===== src/hw/isp_ctrl_pkg.sv =====
`default_nettype none
package isp_ctrl_pkg;
  localparam logic [7:0] TEST_ENABLE_OFFSET = 8'hc7;
  localparam int TEST_ENABLE_BIT = 0;
  localparam logic [7:0] TEST_ENABLE_RESET = 8'h00;
  localparam int MAP_SRAM_CODE_BIT = 0;
  localparam int MAP_PERIPH_MODE_BIT = 1;
  localparam logic [7:0] MAP_CLEAR_MASK = 8'h03;
  localparam int CLK_HZ = 100_000_000;
  localparam int RECOVERY_TIME_NS = 200;
  localparam int RECOVERY_CYCLES = (RECOVERY_TIME_NS * (CLK_HZ / 1_000_000) + 999) / 1000;
  localparam int EEPROM_BLOCK_TIME_MS = 5;
  localparam int EEPROM_BLOCK_CYCLES = EEPROM_BLOCK_TIME_MS * (CLK_HZ / 1000);
  localparam int IR_WIDTH = 8;
  localparam logic [7:0] CMD_CONFIG_ENABLE = 8'h0c;
  localparam logic [7:0] CMD_CONFIG_ENABLE_OD = 8'h0d;
  localparam logic [7:0] CMD_CONFIG_DISABLE = 8'h01;
  localparam logic [7:0] CMD_CONFIG_CLEAR = 8'h0a;
  localparam logic [7:0] CMD_BYPASS = 8'hff;
  typedef struct packed {
    logic tck;
    logic tms;
    logic tdi;
  } test_pins_t;
  typedef struct packed {
    logic valid;
    logic [7:0] code;
  } ir_update_t;
endpackage : isp_ctrl_pkg
`default_nettype wire


===== src/hw/pin_sync.sv =====
`default_nettype none
module pin_sync #(
  parameter int WIDTH = 3
) (
  // clock and reset
  input wire logic clk_sys,
  input wire logic rst,
  // asynchronous in, synchronous out
  input wire logic [WIDTH-1:0] async_in,
  output logic [WIDTH-1:0] sync_out
);
  logic [WIDTH-1:0] stage_reg;
  always_ff @(posedge clk_sys or posedge rst) begin
    if (rst) begin
      stage_reg <= '0;
      sync_out <= '0;
    end else begin
      stage_reg <= async_in;
      sync_out <= stage_reg;
    end
  end
endmodule : pin_sync
`default_nettype wire


===== src/hw/tap_fsm.sv =====
`default_nettype none
module tap_fsm (
  // clock and reset
  input wire logic clk_sys,
  input wire logic rst,
  // synchronised test pins and edge strobes
  input wire logic tck_rise,
  input wire logic tck_fall,
  input wire logic tms,
  input wire logic tdi,
  input wire logic port_abort,
  // outputs
  output isp_ctrl_pkg::ir_update_t ir_update,
  output logic tdo_bit,
  output logic shift_active
);
  typedef enum logic [15:0] {
    TLR = 16'h0001, RTI = 16'h0002, SDS = 16'h0004, CDR = 16'h0008,
    SDR = 16'h0010, E1D = 16'h0020, PDR = 16'h0040, E2D = 16'h0080,
    UDR = 16'h0100, SIS = 16'h0200, CIR = 16'h0400, SIR = 16'h0800,
    E1I = 16'h1000, PIR = 16'h2000, E2I = 16'h4000, UIR = 16'h8000
  } tap_state_t;
  tap_state_t state_reg, state_next;
  logic [isp_ctrl_pkg::IR_WIDTH-1:0] ir_shift_reg;
  logic dr_bypass_reg;
  always_comb begin
    unique case (state_reg)
      TLR: state_next = tms ? TLR : RTI;
      RTI: state_next = tms ? SDS : RTI;
      SDS: state_next = tms ? SIS : CDR;
      CDR: state_next = tms ? E1D : SDR;
      SDR: state_next = tms ? E1D : SDR;
      E1D: state_next = tms ? UDR : PDR;
      PDR: state_next = tms ? E2D : PDR;
      E2D: state_next = tms ? UDR : SDR;
      UDR: state_next = tms ? SDS : RTI;
      SIS: state_next = tms ? TLR : CIR;
      CIR: state_next = tms ? E1I : SIR;
      SIR: state_next = tms ? E1I : SIR;
      E1I: state_next = tms ? UIR : PIR;
      PIR: state_next = tms ? E2I : PIR;
      E2I: state_next = tms ? UIR : SIR;
      UIR: state_next = tms ? SDS : RTI;
      default: state_next = TLR;
    endcase
  end
  // states advance on test clock edges only; a port abort forces TLR on the system clock alone
  always_ff @(posedge clk_sys or posedge rst) begin
    if (rst) begin
      state_reg <= TLR;
      ir_shift_reg <= '0;
      dr_bypass_reg <= 1'b0;
      ir_update <= '0;
    end else if (port_abort) begin
      state_reg <= TLR;
      ir_update <= '0;
    end else begin
      ir_update.valid <= 1'b0;
      if (tck_rise) begin
        state_reg <= state_next;
        if (state_reg == CIR) ir_shift_reg <= 8'h01;
        if (state_reg == SIR) ir_shift_reg <= {tdi, ir_shift_reg[7:1]};
        if (state_reg == SDR) dr_bypass_reg <= tdi;
        if (state_reg == UIR) begin
          ir_update.valid <= 1'b1;
          ir_update.code <= ir_shift_reg;
        end
      end
    end
  end
  always_ff @(posedge clk_sys or posedge rst) begin
    if (rst) begin
      tdo_bit <= 1'b0;
      shift_active <= 1'b0;
    end else if (tck_fall) begin
      tdo_bit <= (state_reg == SIR) ? ir_shift_reg[0] : dr_bypass_reg;
      shift_active <= (state_reg == SIR) || (state_reg == SDR);
    end
  end
endmodule : tap_fsm
`default_nettype wire


===== src/hw/reset_isp_ctrl.sv =====
// What this block does
// - after reset rises, hold memory access off for the recovery time
// - power-on reset loads configuration, clears registers, memories to read mode
// - block EEPROM write strobes for about 5 ms after power-up
// - refuse to start flash writes while supply lockout is active
// - warm reset accepted, then same recovery time applies
// - reset sends MCU I/O to input, tri-states address, data, peripheral pins
// - logic outputs valid in warm reset, after config load in power-on
// - macrocell flops cleared by power-on, follow reset/preset equations otherwise
// - reset clears SRAM-code and peripheral-mode map bits, rest from configuration
// - test pins dedicated when dedicate bit, runtime bit or select term true
// - enabled test pins are inputs; data-out drives only after enable command
// - runtime enable bit at C7h, set by write, cleared by reset or write
// - select product term enables the test pins when true
// - blank part enables the four test pins by default
// - configuration command set only, no boundary scan
// - status and error pins active after config enable command, optional open drain
// - status pin high in read mode, low during flash or EEPROM writes
// - reset aborts test port only when enabled by the runtime bit
`default_nettype none
module reset_isp_ctrl #(
  parameter int EEPROM_BLOCK_CYCLES = isp_ctrl_pkg::EEPROM_BLOCK_CYCLES,
  parameter logic [7:0] MAP_CONFIG_VALUE = 8'h00
) (
  // clock and power-on reset
  input wire logic clk_sys,
  input wire logic rst,
  // warm reset pin, active low, asynchronous
  input wire logic warm_reset_n,
  // configuration and supply status
  input wire logic nvm_test_dedicate_bit,
  input wire logic part_blank,
  input wire logic config_loaded,
  input wire logic supply_lockout,
  input wire logic test_select_term,
  // memory activity
  input wire logic flash_write_req,
  input wire logic eeprom_write_strobe,
  input wire logic flash_busy,
  input wire logic eeprom_busy,
  input wire logic flash_error,
  input wire logic [7:0] macrocell_reset_value,
  // microcontroller register port
  input wire logic reg_wr,
  input wire logic reg_rd,
  input wire logic [7:0] reg_addr,
  input wire logic [7:0] reg_wdata,
  output logic [7:0] reg_rdata,
  // test pins from the cable side
  input wire logic tck_pin,
  input wire logic tms_pin,
  input wire logic tdi_pin,
  output logic tdo_out,
  output logic tdo_oe_n,
  // status and error extension pins
  output logic status_out,
  output logic status_oe_n,
  output logic error_out,
  output logic error_oe_n,
  // control towards the rest of the device
  output logic memory_access_ok,
  output logic flash_write_go,
  output logic eeprom_strobe_out,
  output logic io_force_input,
  output logic logic_outputs_valid,
  output logic test_pins_dedicated,
  output logic [7:0] macrocell_state,
  output logic [7:0] memory_map_register
);
  logic [1:0] warm_sync_reg;
  logic [2:0] pins_sync;
  logic warm_active, any_reset;
  logic [7:0] test_enable_reg;
  logic [15:0] recovery_reg;
  logic [31:0] eeblock_reg;
  logic cmd_enabled_reg, od_mode_reg, disabled_reg, error_reg, read_mode_reg;
  logic tck_prev_reg, tck_rise, tck_fall;
  logic runtime_only, port_abort, test_on;
  logic tdo_bit, shift_active;
  isp_ctrl_pkg::ir_update_t ir_update;
  isp_ctrl_pkg::test_pins_t pins;
  logic is_enable_cmd, is_od_cmd, is_disable_cmd, is_clear_cmd, reg_hit;
  always_ff @(posedge clk_sys or posedge rst) begin
    if (rst) warm_sync_reg <= 2'b00;
    else warm_sync_reg <= {warm_sync_reg[0], ~warm_reset_n};
  end
  assign warm_active = warm_sync_reg[1];
  assign any_reset = warm_active;
  pin_sync #(.WIDTH(3)) u_sync (
    .clk_sys(clk_sys),
    .rst(rst),
    .async_in({tck_pin, tms_pin, tdi_pin}),
    .sync_out(pins_sync)
  );
  assign pins = pins_sync;
  always_ff @(posedge clk_sys or posedge rst) begin
    if (rst) tck_prev_reg <= 1'b0;
    else tck_prev_reg <= pins.tck;
  end
  assign runtime_only = test_enable_reg[isp_ctrl_pkg::TEST_ENABLE_BIT] &&
                        !nvm_test_dedicate_bit && !test_select_term && !part_blank;
  assign port_abort = any_reset && runtime_only;
  assign test_on = nvm_test_dedicate_bit ||
                   test_enable_reg[isp_ctrl_pkg::TEST_ENABLE_BIT] ||
                   test_select_term ||
                   part_blank;
  assign tck_rise = test_on && pins.tck && !tck_prev_reg;
  assign tck_fall = test_on && !pins.tck && tck_prev_reg;
  tap_fsm u_tap (
    .clk_sys(clk_sys),
    .rst(rst),
    .tck_rise(tck_rise),
    .tck_fall(tck_fall),
    .tms(pins.tms),
    .tdi(pins.tdi),
    .port_abort(port_abort),
    .ir_update(ir_update),
    .tdo_bit(tdo_bit),
    .shift_active(shift_active)
  );
  // only configuration opcodes are decoded; anything else behaves as bypass
  assign is_enable_cmd = ir_update.valid && (ir_update.code == isp_ctrl_pkg::CMD_CONFIG_ENABLE ||
                         ir_update.code == isp_ctrl_pkg::CMD_CONFIG_ENABLE_OD);
  assign is_od_cmd = ir_update.code == isp_ctrl_pkg::CMD_CONFIG_ENABLE_OD;
  assign is_disable_cmd = ir_update.valid && ir_update.code == isp_ctrl_pkg::CMD_CONFIG_DISABLE;
  assign is_clear_cmd = ir_update.valid && ir_update.code == isp_ctrl_pkg::CMD_CONFIG_CLEAR;
  always_ff @(posedge clk_sys or posedge rst) begin
    if (rst) begin
      cmd_enabled_reg <= 1'b0;
      od_mode_reg <= 1'b0;
      disabled_reg <= 1'b0;
    end else if (port_abort || !test_on) begin
      cmd_enabled_reg <= 1'b0;
    end else if (is_enable_cmd) begin
      cmd_enabled_reg <= 1'b1;
      od_mode_reg <= is_od_cmd;
      disabled_reg <= 1'b0;
    end else if (is_disable_cmd) begin
      cmd_enabled_reg <= 1'b0;
      disabled_reg <= 1'b1;
    end
  end
  // flash failure wins over a clear arriving in the same cycle
  always_ff @(posedge clk_sys or posedge rst) begin
    if (rst) error_reg <= 1'b0;
    else if (flash_error) error_reg <= 1'b1;
    else if (is_clear_cmd || (any_reset && disabled_reg)) error_reg <= 1'b0;
  end
  assign reg_hit = reg_addr == isp_ctrl_pkg::TEST_ENABLE_OFFSET;
  always_ff @(posedge clk_sys or posedge rst) begin
    if (rst) test_enable_reg <= isp_ctrl_pkg::TEST_ENABLE_RESET;
    else if (any_reset) test_enable_reg <= isp_ctrl_pkg::TEST_ENABLE_RESET;
    else if (reg_wr && reg_hit) test_enable_reg <= {7'h00, reg_wdata[0]};
  end
  always_ff @(posedge clk_sys or posedge rst) begin
    if (rst) reg_rdata <= 8'h00;
    else if (reg_rd) reg_rdata <= reg_hit ? test_enable_reg : 8'h00;
  end
  // recovery restarts while either reset is held
  always_ff @(posedge clk_sys or posedge rst) begin
    if (rst) recovery_reg <= 16'(isp_ctrl_pkg::RECOVERY_CYCLES);
    else if (any_reset) recovery_reg <= 16'(isp_ctrl_pkg::RECOVERY_CYCLES);
    else if (recovery_reg != 16'h0000) recovery_reg <= recovery_reg - 16'h0001;
  end
  always_ff @(posedge clk_sys or posedge rst) begin
    if (rst) eeblock_reg <= 32'(EEPROM_BLOCK_CYCLES);
    else if (eeblock_reg != 32'h0) eeblock_reg <= eeblock_reg - 32'h1;
  end
  always_ff @(posedge clk_sys or posedge rst) begin
    if (rst) begin
      read_mode_reg <= 1'b1;
      memory_access_ok <= 1'b0;
      flash_write_go <= 1'b0;
      eeprom_strobe_out <= 1'b0;
      io_force_input <= 1'b1;
      logic_outputs_valid <= 1'b0;
      macrocell_state <= 8'h00;
      // power-on takes the configured map too, with the two forced bits cleared
      memory_map_register <= MAP_CONFIG_VALUE & ~isp_ctrl_pkg::MAP_CLEAR_MASK;
    end else begin
      read_mode_reg <= !(flash_busy || eeprom_busy);
      memory_access_ok <= !any_reset && recovery_reg == 16'h0000;
      flash_write_go <= flash_write_req && !supply_lockout && !any_reset;
      eeprom_strobe_out <= eeprom_write_strobe && eeblock_reg == 32'h0;
      io_force_input <= any_reset || recovery_reg != 16'h0000;
      logic_outputs_valid <= config_loaded || logic_outputs_valid;
      if (any_reset) begin
        macrocell_state <= macrocell_reset_value;
        memory_map_register <= MAP_CONFIG_VALUE & ~isp_ctrl_pkg::MAP_CLEAR_MASK;
      end
    end
  end
  always_ff @(posedge clk_sys or posedge rst) begin
    if (rst) begin
      test_pins_dedicated <= 1'b0;
      tdo_out <= 1'b0;
      tdo_oe_n <= 1'b1;
      status_out <= 1'b1;
      status_oe_n <= 1'b1;
      error_out <= 1'b1;
      error_oe_n <= 1'b1;
    end else begin
      test_pins_dedicated <= test_on;
      tdo_out <= tdo_bit;
      tdo_oe_n <= !(cmd_enabled_reg && shift_active);
      status_out <= read_mode_reg && !(flash_busy || eeprom_busy);
      // open drain drives only a low level
      status_oe_n <= !cmd_enabled_reg || (od_mode_reg && read_mode_reg &&
                     !(flash_busy || eeprom_busy));
      error_out <= !error_reg;
      error_oe_n <= !cmd_enabled_reg || (od_mode_reg && !error_reg);
    end
  end
endmodule : reset_isp_ctrl
`default_nettype wire


===== config.mk =====
export PLATFORM = sky130hd
export DESIGN_NAME = reset_isp_ctrl
export DESIGN_NICKNAME = d
export VERILOG_FILES = /design/src/hw/isp_ctrl_pkg.sv /design/src/hw/pin_sync.sv /design/src/hw/tap_fsm.sv /design/src/hw/reset_isp_ctrl.sv
export SDC_FILE = /design/constraint.sdc
export NUM_CORES = 1
export LEC_CHECK = 0
export ABC_CLOCK_PERIOD_IN_PS = 3400
export BUFFER_PORTS_ARGS = -buffer_cell sky130_fd_sc_hd__buf_2
export CAP_MARGIN = 20
export CORE_MARGIN = 2
export CORE_UTILIZATION = 50
export CTS_CLUSTER_DIAMETER = 120
export CTS_CLUSTER_SIZE = 24
export DETAILED_ROUTE_END_ITERATION = 7
export HOLD_SLACK_MARGIN = 0.03
export PLACE_DENSITY_LB_ADDON = 0.12
export SLEW_MARGIN = 5
export SYNTH_ARGS = -nofsm -noshare
export SYNTH_HDL_FRONTEND = slang
export SYNTH_SLANG_ARGS = --single-unit

===== constraint.sdc =====
create_clock -name clk_sys -period 3.4 [get_ports clk_sys]
set_clock_uncertainty 0.1 [all_clocks]
set_input_delay 0.17 -clock clk_sys [delete_from_list [all_inputs] [get_ports clk_sys]]
set_output_delay 0.17 -clock clk_sys [all_outputs]
set_load 0.01 [all_outputs]

Word-level counts from Yosys, hierarchy flattened
Index checks and enable logic that the tools add are counted.
Word-level totals
  flip-flop bits (word level): 134
  output and inout port bits: 36
  word-level logic and storage cells: 158
Cells by class
  add/sub/neg operators: 2
  eq/ne operators: 21
  mux-type cells: 33
  bitwise gates (word level): 3
  reduce and logical (&&, ||, !) cells: 66
Operator list (number)
  16-bit one-hot mux with 12 select lines: 1
  16-bit 2-to-1 mux: 6
  8-bit 2-to-1 mux: 6
  9-bit 2-to-1 mux: 5
  32-bit logical NOT: 1
  32-bit nonzero test: 1
  32-bit by 1-bit subtractor with 32-bit output (second input constant): 1
  8-bit by 4-bit == test with 1-bit output (second input constant): 3
  1-bit logical AND: 22
  16-bit by 1-bit == test with 1-bit output (second input constant): 1
  16-bit by 10-bit == test with 1-bit output (second input constant): 1
  16-bit by 11-bit == test with 1-bit output (second input constant): 1
  16-bit by 12-bit == test with 1-bit output (second input constant): 1
  16-bit by 13-bit == test with 1-bit output (second input constant): 1
  16-bit by 14-bit == test with 1-bit output (second input constant): 1
  16-bit by 15-bit == test with 1-bit output (second input constant): 1
  16-bit == test (second input constant): 1
  16-bit by 2-bit == test with 1-bit output (second input constant): 1
  16-bit by 3-bit == test with 1-bit output (second input constant): 1
  16-bit by 4-bit == test with 1-bit output (second input constant): 1
  16-bit by 5-bit == test with 1-bit output (second input constant): 1
  16-bit by 6-bit == test with 1-bit output (second input constant): 1
  16-bit by 7-bit == test with 1-bit output (second input constant): 1
  16-bit by 8-bit == test with 1-bit output (second input constant): 1
  23 further kinds: 64

Logic depth before layout (Yosys ltp)
  depth after elaboration: 8
  gate-level depth with buffers: 9
  gate-level depth less buffers: 8

Modules after synthesis
Synthesis repeated with hierarchy kept, for this count alone.
Unflattened totals
  cell total of the unflattened synthesis: 560
  area total of the unflattened synthesis: 5873.1 µm²
By module, submodules not included
  reset_isp_ctrl: times used 1, cells each 343, area an instance 3766.1 µm²
  tap_fsm: times used 1, cells each 210, area an instance 1953.1 µm²
  pin_sync: times used 1, cells each 7, area an instance 153.9 µm²

Worst setup path after synthesis
OpenSTA, ideal clock, no wires.
  path kind: register -> register
  start: reg eeblock_reg[23]
  end: reg eeblock_reg[4]
  library setup time: 0.128 ns
  arrival time: 2.276 ns
  required time: 3.172 ns
  slack: 0.896 ns
  stages on the path, launching flop included: 8
  clock period less this slack: 2.504 ns
  path through: dfrtp_1 or4_4 or3_1 buf_2 or4_4 nand2_4 nor3_2 xor2_1
Between the ends
  word-level cells in the longest chain between the ends: 1
Ends and longest elaborated chain
  start, declared: line reset_isp_ctrl.sv:75  | logic [31:0] eeblock_reg;
  start signal, assigned: line reset_isp_ctrl.sv:166  | if (rst) eeblock_reg <= 32'(EEPROM_BLOCK_CYCLES);
  start signal, assigned: line reset_isp_ctrl.sv:167  | else if (eeblock_reg != 32'h0) eeblock_reg <= eeblock_reg - 32'h1;
  32-bit nonzero test: line reset_isp_ctrl.sv:167
Every way passes these cells.
A chain may end at the register's enable or synchronous reset.

Final worst setup path
  start: reg eeblock_reg[23]
  end: reg eeblock_reg[14]
The elaborated chain is that of the path after synthesis.

==> impl_metrics.yaml <==
drt:
  vias: 4008
  ant_nets: 0
  drt_iter0_drc: 222
  avgRoutedWirePerCell_um: 13.9
  wl_um: 10600
  remaining_drc_errors: 0
  first_pass_iters: 5
  viasPerCell: 5.25
logic_synthesis:
  netlist_area_um2: 5460
  ys_ff_latch: 120
  async_flop_share_pct: 100
  syn_area_per_cell_um2: 10.5
  synth_top_area_share_pct: 47.2
  synth-edff-count: 0
  synthTopCellsByArea: "dfrtp_1 (47%), dfstp_2 (8.2%), xnor2_1 (4.3%), nand2_1 (3.8%), xor2_1 (3.2%)"
  ys_warn_count: 0
  synth_top_cell_by_area: "dfrtp_1"
  yosys.cell_types.count: 55
  synth_flop_cell: "dfrtp_1"
  syn_inst: 519
  synth-seq-area-share_pct: 55.4
clock_tree:
  cts.sinks: 120
  clock_path_buffers: 2
  numCtsBuffers: 17
  path_clk_slew_ps: 60
  insertion_delay_ps: 510
  post_cts_buffers: 0
  htreeDepth: 4
  cts_tree: "done"
  cts_root_buf: "clkbuf_8"
place:
  port-buffer-count: 55
  hpwl_um: 7050
  gp_congestion: 0.870
  place_area_um2: 5840
critical_path:
  crit_path_cell_trace: "or4_4 > or3_1 > nor3_1 > nor2_1 > nand4b_1 > xnor2_1"
  critPathRequiredTime_ps: 3730
  reg2regPathDepth: 6
  arrival_ps: 3010
  path_delay_family: "simple AND/OR/NAND/NOR gates"
  cp-start-kind: "flop"
  rr_startpoint: "eeblock_reg[23]$_DFFE_PP0P_"
  setup.worst_path.class: "flop to flop"
  path_max_fanout: 8
  path_buf_inv: 0
  r2r_setup_slack_ps: 720
  endpoint_kind: "flop"
  cp-startpoint: "eeblock_reg[23]$_DFFE_PP0P_"
  crit_slowest_cell: "or4_4"
  path_depth: 6
  critPathMaxStageDelay_ps: 570
global_routing:
  first_global_vias: 3943
  track_usage_pct: 20.0
  antenna_found_initial: 0
  grt.overflow.total: 0
  grt_pass1_wl_um: 18200
  grt_max_degree: 36
cells_and_area:
  largest_reg_flops: 32
  layout_commonest_cell: "dfrtp_1"
  seq_area_um2: 3020
  multi_input_area_um2: 2260
  n_antenna_cell: 0
  area_growth_pct: 22.3
  layout_common_cells: "dfrtp_1 (103), nand2_1 (55), buf_2 (55), nor2_1 (45), dlygate4sd3_1 (28)"
  layout-drive-gt1-share_pct: 20.9
  fin_area_um2: 6680
  fin_nets: 656
  final_util_pct: 62.2
  final.fill_count: 884
timing:
  max-slew-margin-rel_pct: 52.2
  finalCritPeriodShare_pct: 78.8
  hold_viol: 0
  rsz0062_at_grt: "no"
  clock.fmax_ghz: 0.373
  fin_crit_ps: 2680
  finalMaxSlewViolations: 0
  max_slew.worst_pin.slew_ps: 715
  setup_viol: 0
  final.setup.tns_ps: 0
floorplan:
  rows: 38
  fp.dieH_um: 109
  die_w_um: 109
  coreArea_um2: 10700
  die_area_um2: 11800
  start_util_pct: 50.8
  io_pins: 78
job:
  max-cap-violations: 0
power_and_ir_drop:
  ir_drop_uv: 364
  p_total_mw: 3.49
  cellLeakagePower_nw: 3.20
  cellPowerDensity_nw_per_um2: 523
run_status:
  outcome: "complete, no violations"
min_path:
  hold_depth: 4
  holdCritPathClass: "primary input to flop"
  hold_start: "nvm_test_dedicate_bit"
[routing by layer]
layer,vias up,wire length [µm],track usage (%)
li1,1979,-,-
met1,1922,5020,26.0
met2,96,5030,31.1
met3,11,453,5.79
met4,0,121,8.79
met5,-,0,0
[final timing paths]
kind | to
worst max-delay path | eeblock_reg[14]$_DFFE_PP0P_
worst min-delay path | cmd_enabled_reg$_DFFE_PP0P_
worst max register to register | eeblock_reg[14]$_DFFE_PP0P_
worst min register to register | warm_sync_reg[1]$_DFF_PP0_
max in group asynchronous | eeblock_reg[8]$_DFFE_PP1P_
min in group asynchronous | macrocell_state[5]$_DFFE_PP0P_
[synth_stat cells, types with 5 or more instances]
cell      count
xnor2_1      27
nor4_1       13
nand4b_1      6
nand3_1      15
or3_1         8
or4_1         8
nor2_1       45
clkbuf_1     13
buf_4        15
a22o_1       12
and2_1        5
nand2_1      55
dfrtp_1     103
nand4_1       5
and3_1        6
a21oi_1      10
o21ai_0      26
xor2_1       20
nor3_1       23
inv_1        14
mux2_2        9
dfstp_2      17
[power breakdown]
part           internal [mW]  total [mW]  switching, mW
Combinational          0.132       0.310          0.178
Sequential              1.48        1.52         0.0393
Clock                   1.06        1.66          0.598
[per-stage QoR]
| stage | hold WS (ps) | worst slack [ps] | cells |
|---|---|---|---|
| 2_1_floorplan | 101 | 896 | 533 |
| 3_3_place_gp | 180 | 774 | 703 |
| 3_5_place_dp | 182 | 765 | 703 |
| 4_1_cts | 31.6 | 726 | 763 |
| 5_1_grt | 98.8 | 569 | 763 |
| 6_report | 66.9 | 721 | 763 |
[cell families after synthesis]
family / Yosys count / synth area share (%)
adders and majority gates: 4 / 0.917
other: 1 / 0.0687
buffers and inverters: 46 / 4.26
xor gates and xnor gates: 47 / 7.54
AOI/OAI and AO/OA: 69 / 8.36
DFF: 120 / 55.4
and+or+nand+nor: 221 / 21.2
muxes: 11 / 2.22
[tightest hold or removal path: cells and delay by family]
| family | cells | cell delay (ps) |
|---|---|---|
| buf+inv | 1 | 80 |
| compound gates | 1 | 120 |
| simple gates | 2 | 260 |
[layout make-up]
type                       count  area share, %
sequential                   120           45.3
multi-input combinational    367           33.8
clock inverter                 7          0.993
inverter                      14          0.843
timing repair buffer          90           9.10
clock buffer                  25           7.40
tap                          140           2.62
[what timing repair did]
action | 4_1_cts | 5_1_grt
resized for setup | 0 | 0
hold buffers | 28 | 0
hold endpoints to repair | 48 | 0
Power figures use the tool's default switching activity.
